File: src/common/lrec_params.svh
// Purpose: constants of the linear regulator enable control block
// Assumes: 8-bit serial registers, one sub-address byte per transfer
// Notes: register sub-addresses and status layout are local choices
`ifndef LREC_PARAMS_SVH
`define LREC_PARAMS_SVH

// two-wire target addresses, write form
`define LREC_ADDR_WR 8'h78
`define LREC_ADDR_TERM_WR 8'h7a

// register sub-addresses
`define LREC_OFS_CTLA 8'h00
`define LREC_OFS_CTLB 8'h01
`define LREC_OFS_STAT 8'h02

// reset value and writable masks
`define LREC_CTL_RESET 8'h00
`define LREC_CTLA_MASK 8'h3f
`define LREC_CTLB_MASK 8'h1f

// control register a fields
`define LREC_A_KEEP2 0
`define LREC_A_DIS2 1
`define LREC_A_EN2 2
`define LREC_A_KEEP3 3
`define LREC_A_DIS3 4
`define LREC_A_EN3 5

// control register b fields
`define LREC_B_KEEP4 0
`define LREC_B_DIS4 1
`define LREC_B_EN4 2
`define LREC_B_SEL_LO 3
`define LREC_B_SEL_HI 4

// status register fields
`define LREC_S_ON2 0
`define LREC_S_ON3 1
`define LREC_S_ON4 2
`define LREC_S_RESET_OUTPUT 3
`define LREC_S_UVOK 4

// synchronised input vector positions
`define LREC_IN_SCL 0
`define LREC_IN_SDA 1
`define LREC_IN_EN2 2
`define LREC_IN_EN3 3
`define LREC_IN_EN4 4
`define LREC_IN_STBY 5
`define LREC_IN_LOW2 6
`define LREC_IN_LOW3 7
`define LREC_IN_LOW4 8
`define LREC_IN_AOLOW 9
`define LREC_IN_VIN20 10
`define LREC_IN_VIN25 11
`define LREC_IN_SUPLOW 12
`define LREC_IN_COUNT 13

`endif

File: src/common/lrec_pkg.sv
// Purpose: types of the linear regulator enable control block
// Assumes: nothing
// Notes: level order follows the two-bit select code
package lrec_pkg;
    typedef enum {LREC_1V2, LREC_2V5, LREC_2V8, LREC_3V0} lrec_level_type;
    typedef enum {ST_IDLE, ST_ADDR, ST_SUB, ST_WDATA, ST_ACKOUT, ST_RDATA, ST_ACKIN} lrec_state_type;
    typedef enum {BK_ADDR, BK_SUB, BK_DATA} lrec_byte_type;
endpackage

File: src/hw/lrec_top.sv
// How it works
// - second regulator runs when its pin is high or control a bit 2 set
// - second regulator survives standby only with control a bit 0 set
// - with control a bit 1 set, second regulator starts only below 300mV
// - fixed regulator survives standby only with control a bit 3 set
// - with control a bit 4 set, fixed regulator starts only below 300mV
// - fixed regulator runs when its pin is high or control a bit 5 set
// - control a bits are all zero after power-on
// - termination variant enables fourth regulator from control b bit 2 only
// - termination variant sets fourth output from control b bits 4:3, 1.2V default
// - serial target answers at 0x78/0x79, termination variant 0x7A/0x7B
// - reset output pulled low while always-on regulator is 8% low
// - always-on regulator down to 2.0V; rest locked out below 2.5V
// - a disabled 300mA regulator has its output discharged to ground
// - registers return to power-on values when serial supply drops below 1V
//
// Purpose: serial register bank and enable control of the linear regulators
// Assumes: analog comparators deliver the threshold inputs as levels
// Notes: sdaOe high pulls the data line low; resetOutOe high pulls reset low
`include "lrec_params.svh"
module lrec_top #(
    parameter bit TERM_VARIANT = 1'b0
) (
    input wire logic clk_sys,
    input wire logic sys_rst,
    input wire logic clkEn,
    input wire logic sclIn,
    input wire logic sdaIn,
    output logic sdaOut,
    output logic sdaOe,
    input wire logic secondRegEnablePin,
    input wire logic fixedRegEnablePin,
    input wire logic fourthRegEnablePin,
    input wire logic standbyReq,
    input wire logic secondBelow300mv,
    input wire logic fixedBelow300mv,
    input wire logic fourthBelow300mv,
    input wire logic alwaysOnLow,
    input wire logic vinAbove2v0,
    input wire logic vinAbove2v5,
    input wire logic serialSupplyLow,
    output logic alwaysOnEnable,
    output logic secondRegOn,
    output logic secondRegDischarge,
    output logic fixedRegOn,
    output logic fixedRegDischarge,
    output logic fourthRegOn,
    output logic fourthRegDischarge,
    output lrec_pkg::lrec_level_type fourthRegLevel,
    output logic resetOutOe
);
    import lrec_pkg::*;

    localparam logic [7:0] DEV_ADDR = TERM_VARIANT ? `LREC_ADDR_TERM_WR : `LREC_ADDR_WR;
    // bus lines sit in positions 1:0 and idle high, so reset brings no false edge
    localparam logic [`LREC_IN_COUNT-1:0] SYNC_IDLE = {{(`LREC_IN_COUNT-2){1'b0}}, 2'h3};

    logic [`LREC_IN_COUNT-1:0] rawIn;
    logic [`LREC_IN_COUNT-1:0] syncA_ff;
    logic [`LREC_IN_COUNT-1:0] syncB_ff;
    logic sclPrev_ff;
    logic sdaPrev_ff;
    logic sclS, sdaS, supplyLow, regReset;
    logic sclRise, sclFall, startSeen, stopSeen;
    lrec_state_type state_ff;
    lrec_byte_type kind_ff;
    logic [2:0] bitCnt_ff;
    logic [7:0] shift_ff;
    logic [7:0] subAddr_ff;
    logic isRead_ff;
    logic ackDriven_ff;
    logic sdaOe_ff;
    logic [7:0] byteIn;
    logic [7:0] rdByte;
    logic wrPulse;
    logic [7:0] ctlA_ff;
    logic [7:0] ctlB_ff;
    lrec_level_type level_ff;
    logic resetOut_ff;
    logic alwaysOn_ff;
    logic [2:0] pinReq, softReq, keepReq, drainReq, belowIn, railOn, railDis;

    function automatic lrec_level_type decodeLevel(input logic [1:0] sel);
        case (sel)
            2'h0: decodeLevel = LREC_1V2;
            2'h1: decodeLevel = LREC_2V5;
            2'h2: decodeLevel = LREC_2V8;
            default: decodeLevel = LREC_3V0;
        endcase
    endfunction

    // two-stage synchronisers for every pin and comparator
    assign rawIn = {serialSupplyLow, vinAbove2v5, vinAbove2v0, alwaysOnLow, fourthBelow300mv,
                    fixedBelow300mv, secondBelow300mv, standbyReq, fourthRegEnablePin,
                    fixedRegEnablePin, secondRegEnablePin, sdaIn, sclIn};

    always_ff @(posedge clk_sys)
    begin
        if (sys_rst)
        begin
            syncA_ff <= SYNC_IDLE;
            syncB_ff <= SYNC_IDLE;
            sclPrev_ff <= 1'b1;
            sdaPrev_ff <= 1'b1;
        end
        else if (clkEn)
        begin
            syncA_ff <= rawIn;
            syncB_ff <= syncA_ff;
            sclPrev_ff <= syncB_ff[`LREC_IN_SCL];
            sdaPrev_ff <= syncB_ff[`LREC_IN_SDA];
        end
    end

    assign sclS = syncB_ff[`LREC_IN_SCL];
    assign sdaS = syncB_ff[`LREC_IN_SDA];
    assign supplyLow = syncB_ff[`LREC_IN_SUPLOW];
    assign regReset = sys_rst | (supplyLow & clkEn);
    assign sclRise = sclS & ~sclPrev_ff;
    assign sclFall = ~sclS & sclPrev_ff;
    assign startSeen = sclS & sclPrev_ff & sdaPrev_ff & ~sdaS;
    assign stopSeen = sclS & sclPrev_ff & ~sdaPrev_ff & sdaS;
    assign byteIn = {shift_ff[6:0], sdaS};
    assign wrPulse = clkEn & sclRise & ~startSeen & ~stopSeen
                     & (state_ff == ST_WDATA) & (bitCnt_ff == 3'h7);

    always_comb
    begin
        case (subAddr_ff)
            `LREC_OFS_CTLA: rdByte = ctlA_ff;
            `LREC_OFS_CTLB: rdByte = ctlB_ff;
            `LREC_OFS_STAT:
            begin
                rdByte = 8'h00;
                rdByte[`LREC_S_ON2] = railOn[0];
                rdByte[`LREC_S_ON3] = railOn[1];
                rdByte[`LREC_S_ON4] = railOn[2];
                rdByte[`LREC_S_RESET_OUTPUT] = resetOut_ff;
                rdByte[`LREC_S_UVOK] = syncB_ff[`LREC_IN_VIN25];
            end
            default: rdByte = 8'h00;
        endcase
    end

    // two-wire target protocol
    always_ff @(posedge clk_sys)
    begin
        if (regReset)
        begin
            state_ff <= ST_IDLE;
            kind_ff <= BK_ADDR;
            bitCnt_ff <= 3'h0;
            shift_ff <= 8'h00;
            subAddr_ff <= 8'h00;
            isRead_ff <= 1'b0;
            ackDriven_ff <= 1'b0;
            sdaOe_ff <= 1'b0;
        end
        else if (clkEn)
        begin
            if (startSeen)
            begin
                state_ff <= ST_ADDR;
                bitCnt_ff <= 3'h0;
                sdaOe_ff <= 1'b0;
            end
            else if (stopSeen)
            begin
                state_ff <= ST_IDLE;
                sdaOe_ff <= 1'b0;
            end
            else if (sclRise)
            begin
                case (state_ff)
                    ST_ADDR, ST_SUB, ST_WDATA:
                    begin
                        shift_ff <= byteIn;
                        bitCnt_ff <= bitCnt_ff + 3'h1;
                        ackDriven_ff <= 1'b0;
                        if (bitCnt_ff == 3'h7)
                        begin
                            if (state_ff == ST_ADDR)
                            begin
                                kind_ff <= BK_ADDR;
                                isRead_ff <= byteIn[0];
                                // only the own address is acknowledged
                                state_ff <= (byteIn[7:1] == DEV_ADDR[7:1]) ? ST_ACKOUT : ST_IDLE;
                            end
                            else if (state_ff == ST_SUB)
                            begin
                                kind_ff <= BK_SUB;
                                subAddr_ff <= byteIn;
                                state_ff <= ST_ACKOUT;
                            end
                            else
                            begin
                                kind_ff <= BK_DATA;
                                subAddr_ff <= subAddr_ff + 8'h01;
                                state_ff <= ST_ACKOUT;
                            end
                        end
                    end
                    ST_RDATA:
                    begin
                        bitCnt_ff <= bitCnt_ff + 3'h1;
                        if (bitCnt_ff == 3'h7)
                        begin
                            state_ff <= ST_ACKIN;
                        end
                    end
                    ST_ACKIN:
                    begin
                        bitCnt_ff <= 3'h0;
                        if (sdaS)
                        begin
                            state_ff <= ST_IDLE;
                        end
                        else
                        begin
                            subAddr_ff <= subAddr_ff + 8'h01;
                            state_ff <= ST_RDATA;
                        end
                    end
                    default:
                    begin
                    end
                endcase
            end
            else if (sclFall)
            begin
                case (state_ff)
                    ST_ACKOUT:
                    begin
                        if (!ackDriven_ff)
                        begin
                            sdaOe_ff <= 1'b1;
                            ackDriven_ff <= 1'b1;
                        end
                        else
                        begin
                            bitCnt_ff <= 3'h0;
                            if (kind_ff == BK_ADDR && isRead_ff)
                            begin
                                state_ff <= ST_RDATA;
                                sdaOe_ff <= ~rdByte[7];
                            end
                            else
                            begin
                                sdaOe_ff <= 1'b0;
                                state_ff <= (kind_ff == BK_ADDR) ? ST_SUB : ST_WDATA;
                            end
                        end
                    end
                    ST_RDATA: sdaOe_ff <= ~rdByte[3'h7 - bitCnt_ff];
                    ST_ACKIN: sdaOe_ff <= 1'b0;
                    default:
                    begin
                    end
                endcase
            end
        end
    end

    // control registers
    always_ff @(posedge clk_sys)
    begin
        if (regReset)
        begin
            ctlA_ff <= `LREC_CTL_RESET;
            ctlB_ff <= `LREC_CTL_RESET;
        end
        else if (wrPulse)
        begin
            if (subAddr_ff == `LREC_OFS_CTLA)
            begin
                ctlA_ff <= byteIn & `LREC_CTLA_MASK;
            end
            if (subAddr_ff == `LREC_OFS_CTLB)
            begin
                ctlB_ff <= byteIn & `LREC_CTLB_MASK;
            end
        end
    end

    // fourth regulator level, reset monitor and always-on enable
    always_ff @(posedge clk_sys)
    begin
        if (sys_rst)
        begin
            level_ff <= LREC_1V2;
            resetOut_ff <= 1'b1;
            alwaysOn_ff <= 1'b0;
        end
        else if (clkEn)
        begin
            level_ff <= decodeLevel(ctlB_ff[`LREC_B_SEL_HI:`LREC_B_SEL_LO]);
            resetOut_ff <= syncB_ff[`LREC_IN_AOLOW];
            alwaysOn_ff <= syncB_ff[`LREC_IN_VIN20];
        end
    end

    assign pinReq = {TERM_VARIANT ? 1'b0 : syncB_ff[`LREC_IN_EN4],
                     syncB_ff[`LREC_IN_EN3], syncB_ff[`LREC_IN_EN2]};
    assign softReq = {ctlB_ff[`LREC_B_EN4], ctlA_ff[`LREC_A_EN3], ctlA_ff[`LREC_A_EN2]};
    assign keepReq = {ctlB_ff[`LREC_B_KEEP4], ctlA_ff[`LREC_A_KEEP3], ctlA_ff[`LREC_A_KEEP2]};
    assign drainReq = {ctlB_ff[`LREC_B_DIS4], ctlA_ff[`LREC_A_DIS3], ctlA_ff[`LREC_A_DIS2]};
    assign belowIn = {syncB_ff[`LREC_IN_LOW4], syncB_ff[`LREC_IN_LOW3], syncB_ff[`LREC_IN_LOW2]};

    // pin or bit enables, standby keep-alive, drained start, lockout
    genvar gi;
    generate
        for (gi = 0; gi < 3; gi++)
        begin : gRail
            lrec_rail uRail (
                .clk_sys(clk_sys),
                .sys_rst(sys_rst),
                .clkEn(clkEn),
                .reqPin(pinReq[gi]),
                .reqSoft(softReq[gi]),
                .keepAlive(keepReq[gi]),
                .dischargedOnly(drainReq[gi]),
                .belowLimit(belowIn[gi]),
                .standby(syncB_ff[`LREC_IN_STBY]),
                .supplyOk(syncB_ff[`LREC_IN_VIN25]),
                .railOn(railOn[gi]),
                .railDischarge(railDis[gi])
            );
        end
    endgenerate

    assign sdaOut = 1'b0;
    assign sdaOe = sdaOe_ff;
    assign alwaysOnEnable = alwaysOn_ff;
    assign secondRegOn = railOn[0];
    assign fixedRegOn = railOn[1];
    assign fourthRegOn = railOn[2];
    assign secondRegDischarge = railDis[0];
    assign fixedRegDischarge = railDis[1];
    assign fourthRegDischarge = railDis[2];
    assign fourthRegLevel = level_ff;
    assign resetOutOe = resetOut_ff;

    chk_second_source: assert property (@(posedge clk_sys) disable iff (sys_rst)
        $rose(railOn[0]) |-> $past(syncB_ff[`LREC_IN_EN2] | ctlA_ff[`LREC_A_EN2]))
        else $error("second regulator started without pin or bit");
    chk_second_standby: assert property (@(posedge clk_sys) disable iff (sys_rst)
        clkEn && syncB_ff[`LREC_IN_STBY] && !ctlA_ff[`LREC_A_KEEP2] |=> !railOn[0])
        else $error("second regulator kept in standby");
    chk_second_drained: assert property (@(posedge clk_sys) disable iff (sys_rst)
        $rose(railOn[0]) |-> $past(!ctlA_ff[`LREC_A_DIS2] | syncB_ff[`LREC_IN_LOW2]))
        else $error("second regulator started on charged output");
    chk_fixed_standby: assert property (@(posedge clk_sys) disable iff (sys_rst)
        clkEn && syncB_ff[`LREC_IN_STBY] && !ctlA_ff[`LREC_A_KEEP3] |=> !railOn[1])
        else $error("fixed regulator kept in standby");
    chk_fixed_drained: assert property (@(posedge clk_sys) disable iff (sys_rst)
        $rose(railOn[1]) |-> $past(!ctlA_ff[`LREC_A_DIS3] | syncB_ff[`LREC_IN_LOW3]))
        else $error("fixed regulator started on charged output");
    chk_fixed_source: assert property (@(posedge clk_sys) disable iff (sys_rst)
        $rose(railOn[1]) |-> $past(syncB_ff[`LREC_IN_EN3] | ctlA_ff[`LREC_A_EN3]))
        else $error("fixed regulator started without pin or bit");
    chk_ctla_reset: assert property (@(posedge clk_sys)
        sys_rst |=> ctlA_ff == `LREC_CTL_RESET)
        else $error("control a not cleared by reset");
    chk_term_source: assert property (@(posedge clk_sys) disable iff (sys_rst)
        TERM_VARIANT && $rose(railOn[2]) |-> $past(ctlB_ff[`LREC_B_EN4]))
        else $error("fourth regulator started without its bit");
    chk_level_code: assert property (@(posedge clk_sys) disable iff (sys_rst)
        clkEn && ctlB_ff[`LREC_B_SEL_HI:`LREC_B_SEL_LO] == 2'h2 |=> level_ff == LREC_2V8)
        else $error("level select decoded wrongly");
    chk_addr_ack: assert property (@(posedge clk_sys) disable iff (sys_rst)
        $rose(sdaOe_ff) && state_ff == ST_ACKOUT && kind_ff == BK_ADDR
        |-> shift_ff[7:1] == DEV_ADDR[7:1])
        else $error("foreign address acknowledged");
    chk_reset_out: assert property (@(posedge clk_sys) disable iff (sys_rst)
        clkEn && syncB_ff[`LREC_IN_AOLOW] |=> resetOutOe)
        else $error("reset output not asserted");
    chk_uvlo_hold: assert property (@(posedge clk_sys) disable iff (sys_rst)
        clkEn && !syncB_ff[`LREC_IN_VIN25] |=> railOn == 3'h0)
        else $error("regulator on under lockout");
    chk_off_drain: assert property (@(posedge clk_sys) disable iff (sys_rst)
        railDis == ~railOn)
        else $error("discharge does not follow enable");
    chk_supply_clear: assert property (@(posedge clk_sys) disable iff (sys_rst)
        clkEn && supplyLow |=> ctlA_ff == 8'h00 && ctlB_ff == 8'h00)
        else $error("registers kept through serial supply loss");

    cov_reg_write: cover property (@(posedge clk_sys) disable iff (sys_rst) wrPulse);
    cov_reg_read: cover property (@(posedge clk_sys) disable iff (sys_rst)
        state_ff == ST_ACKIN ##1 state_ff == ST_RDATA);
    cov_second_on: cover property (@(posedge clk_sys) disable iff (sys_rst) $rose(railOn[0]));
endmodule

File: src/hw/lrec_rail.sv
// Purpose: enable, standby and start gating of one 300 mA regulator
// Assumes: all inputs already on the clk_sys domain
// Notes: discharge switch is on whenever the rail is off
module lrec_rail (
    input wire logic clk_sys,
    input wire logic sys_rst,
    input wire logic clkEn,
    input wire logic reqPin,
    input wire logic reqSoft,
    input wire logic keepAlive,
    input wire logic dischargedOnly,
    input wire logic belowLimit,
    input wire logic standby,
    input wire logic supplyOk,
    output logic railOn,
    output logic railDischarge
);
    logic wantOn;
    logic nxt_railOn;
    logic railOn_ff;
    logic railDischarge_ff;

    // pin or soft bit, dropped in standby unless kept alive
    assign wantOn = (reqPin | reqSoft) & supplyOk & (~standby | keepAlive);

    always_comb
    begin
        nxt_railOn = 1'b0;
        if (wantOn)
        begin
            // a rail already up stays up; a start may wait for a drained output
            nxt_railOn = railOn_ff | ~dischargedOnly | belowLimit;
        end
    end

    always_ff @(posedge clk_sys)
    begin
        if (sys_rst)
        begin
            railOn_ff <= 1'b0;
            railDischarge_ff <= 1'b1;
        end
        else if (clkEn)
        begin
            railOn_ff <= nxt_railOn;
            railDischarge_ff <= ~nxt_railOn;
        end
    end

    assign railOn = railOn_ff;
    assign railDischarge = railDischarge_ff;
endmodule

File: config.mk
export PLATFORM = sky130hd
export DESIGN_NAME = lrec_top
export DESIGN_NICKNAME = d
export VERILOG_FILES = /design/src/common/lrec_pkg.sv /design/src/hw/lrec_top.sv /design/src/hw/lrec_rail.sv
export VERILOG_INCLUDE_DIRS = /design/src /design/src/common
export SDC_FILE = /design/constraint.sdc
export NUM_CORES = 1
export LEC_CHECK = 0
export BUFFER_PORTS_ARGS = -buffer_cell sky130_fd_sc_hd__buf_2
export CAP_MARGIN = 10
export CORE_MARGIN = 5
export CORE_UTILIZATION = 42
export CTS_CLUSTER_DIAMETER = 150
export DETAILED_ROUTE_END_ITERATION = 16
export PLACE_DENSITY = 0.72
export SKIP_LAST_GASP = 1
export SLEW_MARGIN = 20
export SYNTH_ARGS = -nofsm -noshare
export SYNTH_HDL_FRONTEND = slang
export SYNTH_SLANG_ARGS = --single-unit
File: constraint.sdc
create_clock -name clk_sys -period 2.1 [get_ports clk_sys]
set_clock_uncertainty 0.2 [all_clocks]
set_input_delay 0.21 -clock clk_sys [delete_from_list [all_inputs] [get_ports clk_sys]]
set_output_delay 0.21 -clock clk_sys [all_outputs]
set_load 0.02 [all_outputs]
# [Yosys cells after proc, flatten, opt, wreduce, memory -nomap -nowiden]
# Cells that the tools add are included.
[totals] regBits=164 inputBits=16 wordCells=172 out_inout_bits=42
[op_classes] eq_ne=25 n_reduce_logical=27 add_sub_neg=3 order_cmp=1 bitwise_logic=47 mux=46
[op_table] cell="32-bit 2-to-1 mux" count=8
[op_table] cell="32-bit by 3-bit == test with 1-bit output (second input constant)" count=5
[op_table] cell="32-bit by 2-bit == test with 1-bit output (second input constant)" count=3
[op_table] cell="32-bit case mux with 3 select lines" count=1
[op_table] cell="32-bit by 1-bit == test with 1-bit output (second input constant)" count=1
[op_table] cell="32-bit logical NOT" count=1
[op_table] cell="8-bit 2-to-1 mux" count=4
[op_table] cell="3-bit 2-to-1 mux" count=10
[op_table] cell="1-bit bitwise AND" count=19
[op_table] cell="6-bit case mux with 3 select lines" count=1
[op_table] cell="6-bit AND reduction" count=3
[op_table] cell="8-bit case mux with 2 select lines" count=1
[op_table] cell="1-bit 2-to-1 mux" count=15
[op_table] cell="1-bit inverter" count=14
[op_table] cell="7-bit AND reduction" count=2
[op_table] cell="1-bit bitwise OR" count=13
[op_table] cell="3-bit nonzero test" count=4
[op_table] cell="4-bit nonzero test" count=3
[op_table] cell="5-bit inequality test (second input constant)" count=2
[op_table] cell="8-bit by 1-bit adder with 8-bit output (second input constant)" count=1
[op_table] cell="8-bit by 1-bit == test with 1-bit output (second input constant)" count=1
[op_table] cell="8-bit by 2-bit == test with 1-bit output (second input constant)" count=1
[op_table] cell="8-bit logical NOT" count=1
[op_table] cell="2-bit inequality test (second input constant)" count=4
[op_table] cell="other kinds (27)" count=31

# [Longest topological paths before layout]
[logic_depth] word_depth=10 mapped_depth=8 mapped_depth_nobuf=7

# [Modules after synthesis]
# From an unflattened synthesis, not the netlist that was laid out.
[hier_totals] cells_unflattened=425 area_unflattened_um2=3818.7
[modules_own_cells] mod="lrec_top" cells_each=395 seq_area_each_um2=1381.3 instances=1 area_per_inst_um2=3529.6
[modules_own_cells] mod="lrec_rail" cells_each=10 seq_area_each_um2=40.0 instances=3 area_per_inst_um2=96.3

# [Least setup slack after synthesis]
# No wires, ideal clock.
[synth_timing] path_type="reg2reg" startpoint="register sclPrev_ff" endpoint="register state_ff[2]" setup_slack_ns=-0.032 period_less_slack_ns=2.132 t_arrival_ns=1.815 t_required_ns=1.783 path_buffers=0 setup_ns=0.117 stages_incl_launch_ff=8 cell_sequence="dfxtp_1 -> inv_1 -> ha_1 -> or3b_2 -> a21oi_1 -> o311ai_0 -> and2_1 -> a22o_1"
[synth_between] elab_chain_cells=5 elab_cells_between_ends=18 classes_between="3 x eq/ne; 3 x mux; 8 x bitwise; 4 x reduce/logical"
[synth_rtl] element="start: declaration" line_no="lrec_top.sv:61" text="logic sclPrev_ff;"
[synth_rtl] element="start signal: assignment" line_no="lrec_top.sv:110" text="sclPrev_ff <= syncB_ff[`LREC_IN_SCL];"
[synth_rtl] element="1-bit bitwise AND / 1-bit inverter (equally long branches)" line_no="lrec_top.sv:121, lrec_top.sv:122, lrec_top.sv:119"
[synth_rtl] element="1-bit bitwise AND, on equally long branches" line_no="lrec_top.sv:121, lrec_top.sv:119, lrec_top.sv:122"
[synth_rtl] element="1-bit bitwise AND, or another cell as far along" line_no="lrec_top.sv:121" text="assign startSeen = sclS & sclPrev_ff & sdaPrev_ff & ~sdaS;"
[synth_rtl] element="6-bit by 1-bit inequality test with 1-bit output (no line), or another cell as far along"
[synth_rtl] element="7-bit AND reduction (no line) / 32-bit 2-to-1 mux (equally long branches)"
[synth_rtl] element="end signal: assignment" line_no="lrec_top.sv:187" text="state_ff <= (byteIn[7:1] == DEV_ADDR[7:1]) ? ST_ACKOUT : ST_IDLE;"
[synth_rtl] element="end signal: assignment" line_no="lrec_top.sv:250" text="state_ff <= (kind_ff == BK_ADDR) ? ST_SUB : ST_WDATA;"
[synth_rtl] element="end: declaration" line_no="lrec_top.sv:65" text="lrec_state_type state_ff;"
# Parallel ways exist; a longest one is shown, timed or not.
# A chain may end at the register's enable or synchronous reset.

# [Worst setup path after layout]
[layout_timing] startpoint="register syncB_ff[1]" endpoint="register isRead_ff"
[layout_between] elab_chain_cells=4 elab_cells_between_ends=6 classes_between="5 x bitwise; 1 x reduce/logical"
[layout_rtl] element="start: declaration" line_no="lrec_top.sv:60" text="logic [`LREC_IN_COUNT-1:0] syncB_ff;"
[layout_rtl] element="start signal: assignment" line_no="lrec_top.sv:109" text="syncB_ff <= syncA_ff;"
[layout_rtl] element="1-bit inverter" line_no="lrec_top.sv:121"
[layout_rtl] element="1-bit bitwise AND" line_no="lrec_top.sv:121"
[layout_rtl] element="1-bit inverter (no line)"
[layout_rtl] element="7-bit AND reduction (no line)"
[layout_rtl] element="end signal: assignment" line_no="lrec_top.sv:185" text="isRead_ff <= byteIn[0];"
[layout_rtl] element="end: declaration" line_no="lrec_top.sv:70" text="logic isRead_ff;"
# Parallel ways exist; a longest one is shown, timed or not.

==> summary.md <==
| Metric | Value |
|---|---|
| Sw frac | 0.272 |
| Final WL | 8.85 mm |
| Seq/Total Area, Yosys | 0.394 |
| R2r setup slk | 0.1 ns |
| CTS root buf | clkbuf_8 |
| RSZ-0062 raised after global routing | false |
| Vias in the first global route | 2964 |
| Commonest non-fill, non-tap cell in the layout | dfxtp_1 |
| Grt total ovfl | 0 |
| P&R area growth vs syn | 17.6% |
| Adder-cell share of the synthesized area | 0.0296 |
| Sw Pwr | 761 uW |
| Setup crit end | isRead_ff |
| Clock share of power | 0.376 |
| R2R depth | 5 |
| Post-synthesis mux area share | 0.121 |
| Hpwl dp | 6.37 mm |
| Row count | 34 |
| Crit share post-route | 0.954 |
| H-tree Lvls | 3 |
| Kind of critical path | reg -> reg |
| CP max FO | 5 |
| All-Layer GR Usage | 0.158 |
| Die Wd | 105 um |
| CTS tree | yes |
| Sequential share of power | 0.525 |
| Top_reg_cell synth | dfxtp_1 |
| Post-synthesis xor/xnor area fraction | 0.00690 |
| Antenna diodes | 0 |
| Largest family of logic cells by synthesized area | simple AND/OR/NAND/NOR gates |
| Core ar. | 8760 um2 |
| Hold Crit Class | in -> reg |
| DRT antenna net count | 0 |
| Die height | 105 um |
| Nets@finish | 525 |
| Most frequent cells in the layout | dfxtp_1, nor2_1, mux2i_1 |
| Layout cell share with drive strength beyond 1 | 0.192 |
| Port-buffer cells | 26 |
| Hold Violations, Final | 0 |
| Finished Cell Area | 4480 um2 |
| Period minus WS final | 2.00 ns |
| Comb pwr share | 0.099 |
| Final count of negative-setup-slack endpoints | 0 |
| Mean Syn Cell Area | 8.58 um2 |
| Worst setup EP type | flip-flop |
| Post-synth EDFFs | 0 |
| Cell internal pwr | 2.03 mW |
| Max-Cap Viols | 0 |
| Cells after synthesis | 444 |
| Die footprint | 11100 um2 |
| Number of synthesized register bits | 75 |
| Bufs on Longest Clock Path | 2 |
| Fmax | 0.499 GHz |
| Reg clk slew, reported paths | 0.08 ns |
| Rel. slew slack | 0.563 |
| Antenna violations before repair | 0 |
| Fin. max-slew vios | 0 |
| Worst-margin pin slew | 0.639 ns |
| Worst reg2reg path endpoint | isRead_ff |
| Fillers | 802 |
| Starting Density | 0.435 |
| Via/cell ratio | 5.18 |
| Initial DRC count | 261 |
| Count of different cell masters after synthesis | 57 |
| Clk sinks | 75 |
| CTS Buf Count | 9 |
| WP data arrival | 2.05 ns |
| Synth Area in Simple Gates | 0.189 |
| DP Area | 4070 um2 |
| Footprint of the multi-input gates | 2080 um2 |
| WL per Instance | 14.4 um |
| Peak VDD IR | 515 uV |
| DR vias | 3176 |
| Ys async rst share | 0 |
| Clock Latency Late Sink | 0.35 ns |
| Synth warn | 0 |
| IO Count | 58 |
| Complex-gate fraction of the synthesized area | 0.155 |
| Critical Path RT | 2.14 ns |
| Power per cell area | 624 nW/um2 |
| DP Cell Count | 582 |
| Static leakage | 1.90 nW |
| First-pass DRT Iterations | 4 |
| Non-Filler Instances | 613 |
| Crit path launch | syncB_ff[1] |
| DR DRC count | 0 |
| Post-Syn Area | 3810 um2 |
| Worst R2R Start | syncB_ff[1] |
| Status | finished, final reports clean |
| Register area | 1510 um2 |
| Routability congestion estimate | 0.930 |
| Largest net degree at the start of global routing | 31 |
| Global-route wire length before repair | 14.5 mm |
| Critical Path Source Type | flip-flop |
==> flip-flops by register name (all words and copies together), names as in the netlist, 2 cells and up <==
register and cells:
bitCnt_ff 3, ctlA_ff 6, ctlB_ff 5, fourthRegLevel 2, gRail.uRail.railDischarge 3, gRail.uRail.railOn 3, kind_ff 2, shift_ff 7
state_ff 3, subAddr_ff 8, syncA_ff 13, syncB_ff 13
==> cells by family after synthesis <==
logic type                 Yosys count
muxes                               46
DFF                                 75
buffers and inverters               70
adders and majority gates            9
xor gates and xnor gates             3
and+or+nand+nor                    156
AOI/OAI and AO/OA                   84
other                                1
==> per-stage QoR <==
step | util | power, mW | setup TNS [ns] | setup WS [ns] | hold WS [ns]
after floorplan | - | 1.71 | 0 | 0.0260 | 0.138
after global placement | 0.465 | 1.74 | 0 | 0.0152 | 0.223
after detailed placement | 0.465 | 1.74 | -0.0113 | -0.00727 | 0.234
after CTS | 0.505 | 2.80 | -0.00318 | -0.00318 | 0.00717
after global routing | 0.511 | 2.90 | 0 | 0.00251 | 0.00757
final | 0.511 | 2.79 | 0 | 0.0962 | 0.0165
==> repair_timing <==
item / CTS / global route
hold buffers: 15 / 0
setup buffers: 0 / 0
pin swaps: 0 / 3
gates resized for setup: 3 / 17
endpoints found under the setup margin: 6 / 27
endpoints found under the hold margin: 16 / 0
==> power groups by stage <==
stage	Clock, mW	Combinational, mW	Sequential (mW)
2_1_floorplan	0	0.216	1.50
3_5_place_dp	0	0.241	1.50
3_3_place_gp	0	0.238	1.50
4_1_cts	1.07	0.266	1.47
5_1_grt	1.13	0.302	1.47
6_report	1.05	0.276	1.47
==> critical path, stage by stage (launching register included) <==
cell and delay [ns]:
dfxtp_1 0.35, xor2_1 0.23, a2111oi_4 0.46, and3_1 0.35, a21oi_1 0.10, a41o_1 0.21
==> cell type report <==
type	instances	share of cell area
Sequential cell	75	0.337
Multi-Input combinational cell	329	0.465
Tap cell	108	0.0302
Clock buffer	11	0.0316
Inverter	14	0.0117
Timing Repair Buffer	71	0.115
Clock inverter	5	0.00950
==> cell usage after synthesis (3+ instances only) <==
cell type   n  area, um2
dfxtp_1    75       1500
nor2_1     61        229
mux2i_1    46        460
nand2_1    45        169
buf_4      33        248
a21oi_1    28        140
clkbuf_1   14       52.6
inv_1      14       52.6
ha_1        9        113
nand3_1     9       45.0
o21ai_0     9       45.0
a22oi_1     7       52.6
buf_2       6       30.0
nand2b_1    6       37.5
nor3_1      6       30.0
a31oi_1     4       25.0
nor3b_1     4       30.0
o211ai_1    4       30.0
o31ai_1     4       30.0
o32ai_1     4       35.0
or2_2       4       25.0
a211oi_1    3       22.5
buf_1       3       11.3
nand3b_1    3       22.5
o311ai_0    3       26.3
==> layer usage <==
layer,vias up,global-route usage,routed length (um)
met5,-,0,0
met4,0,0.0849,231
met3,16,0.0263,400
met2,79,0.244,4100
met1,1477,0.210,4120
li1,1604,-,-
==> worst min-delay path by stage <==
stage	from	end	slack [ns]	cells past startpoint
5_1_grt	clkEn	syncB_ff[0]	0.008	3
6_report	clkEn	sclPrev_ff	0.02	3
4_1_cts	clkEn	sclPrev_ff	0.007	3
3_5_place_dp	sclIn	syncA_ff[0]	0.23	3
2_1_floorplan	sdaIn	syncA_ff[1]	0.14	2
3_3_place_gp	sclIn	syncA_ff[0]	0.22	3
Note: power is estimated with default switching activity, not from simulation.
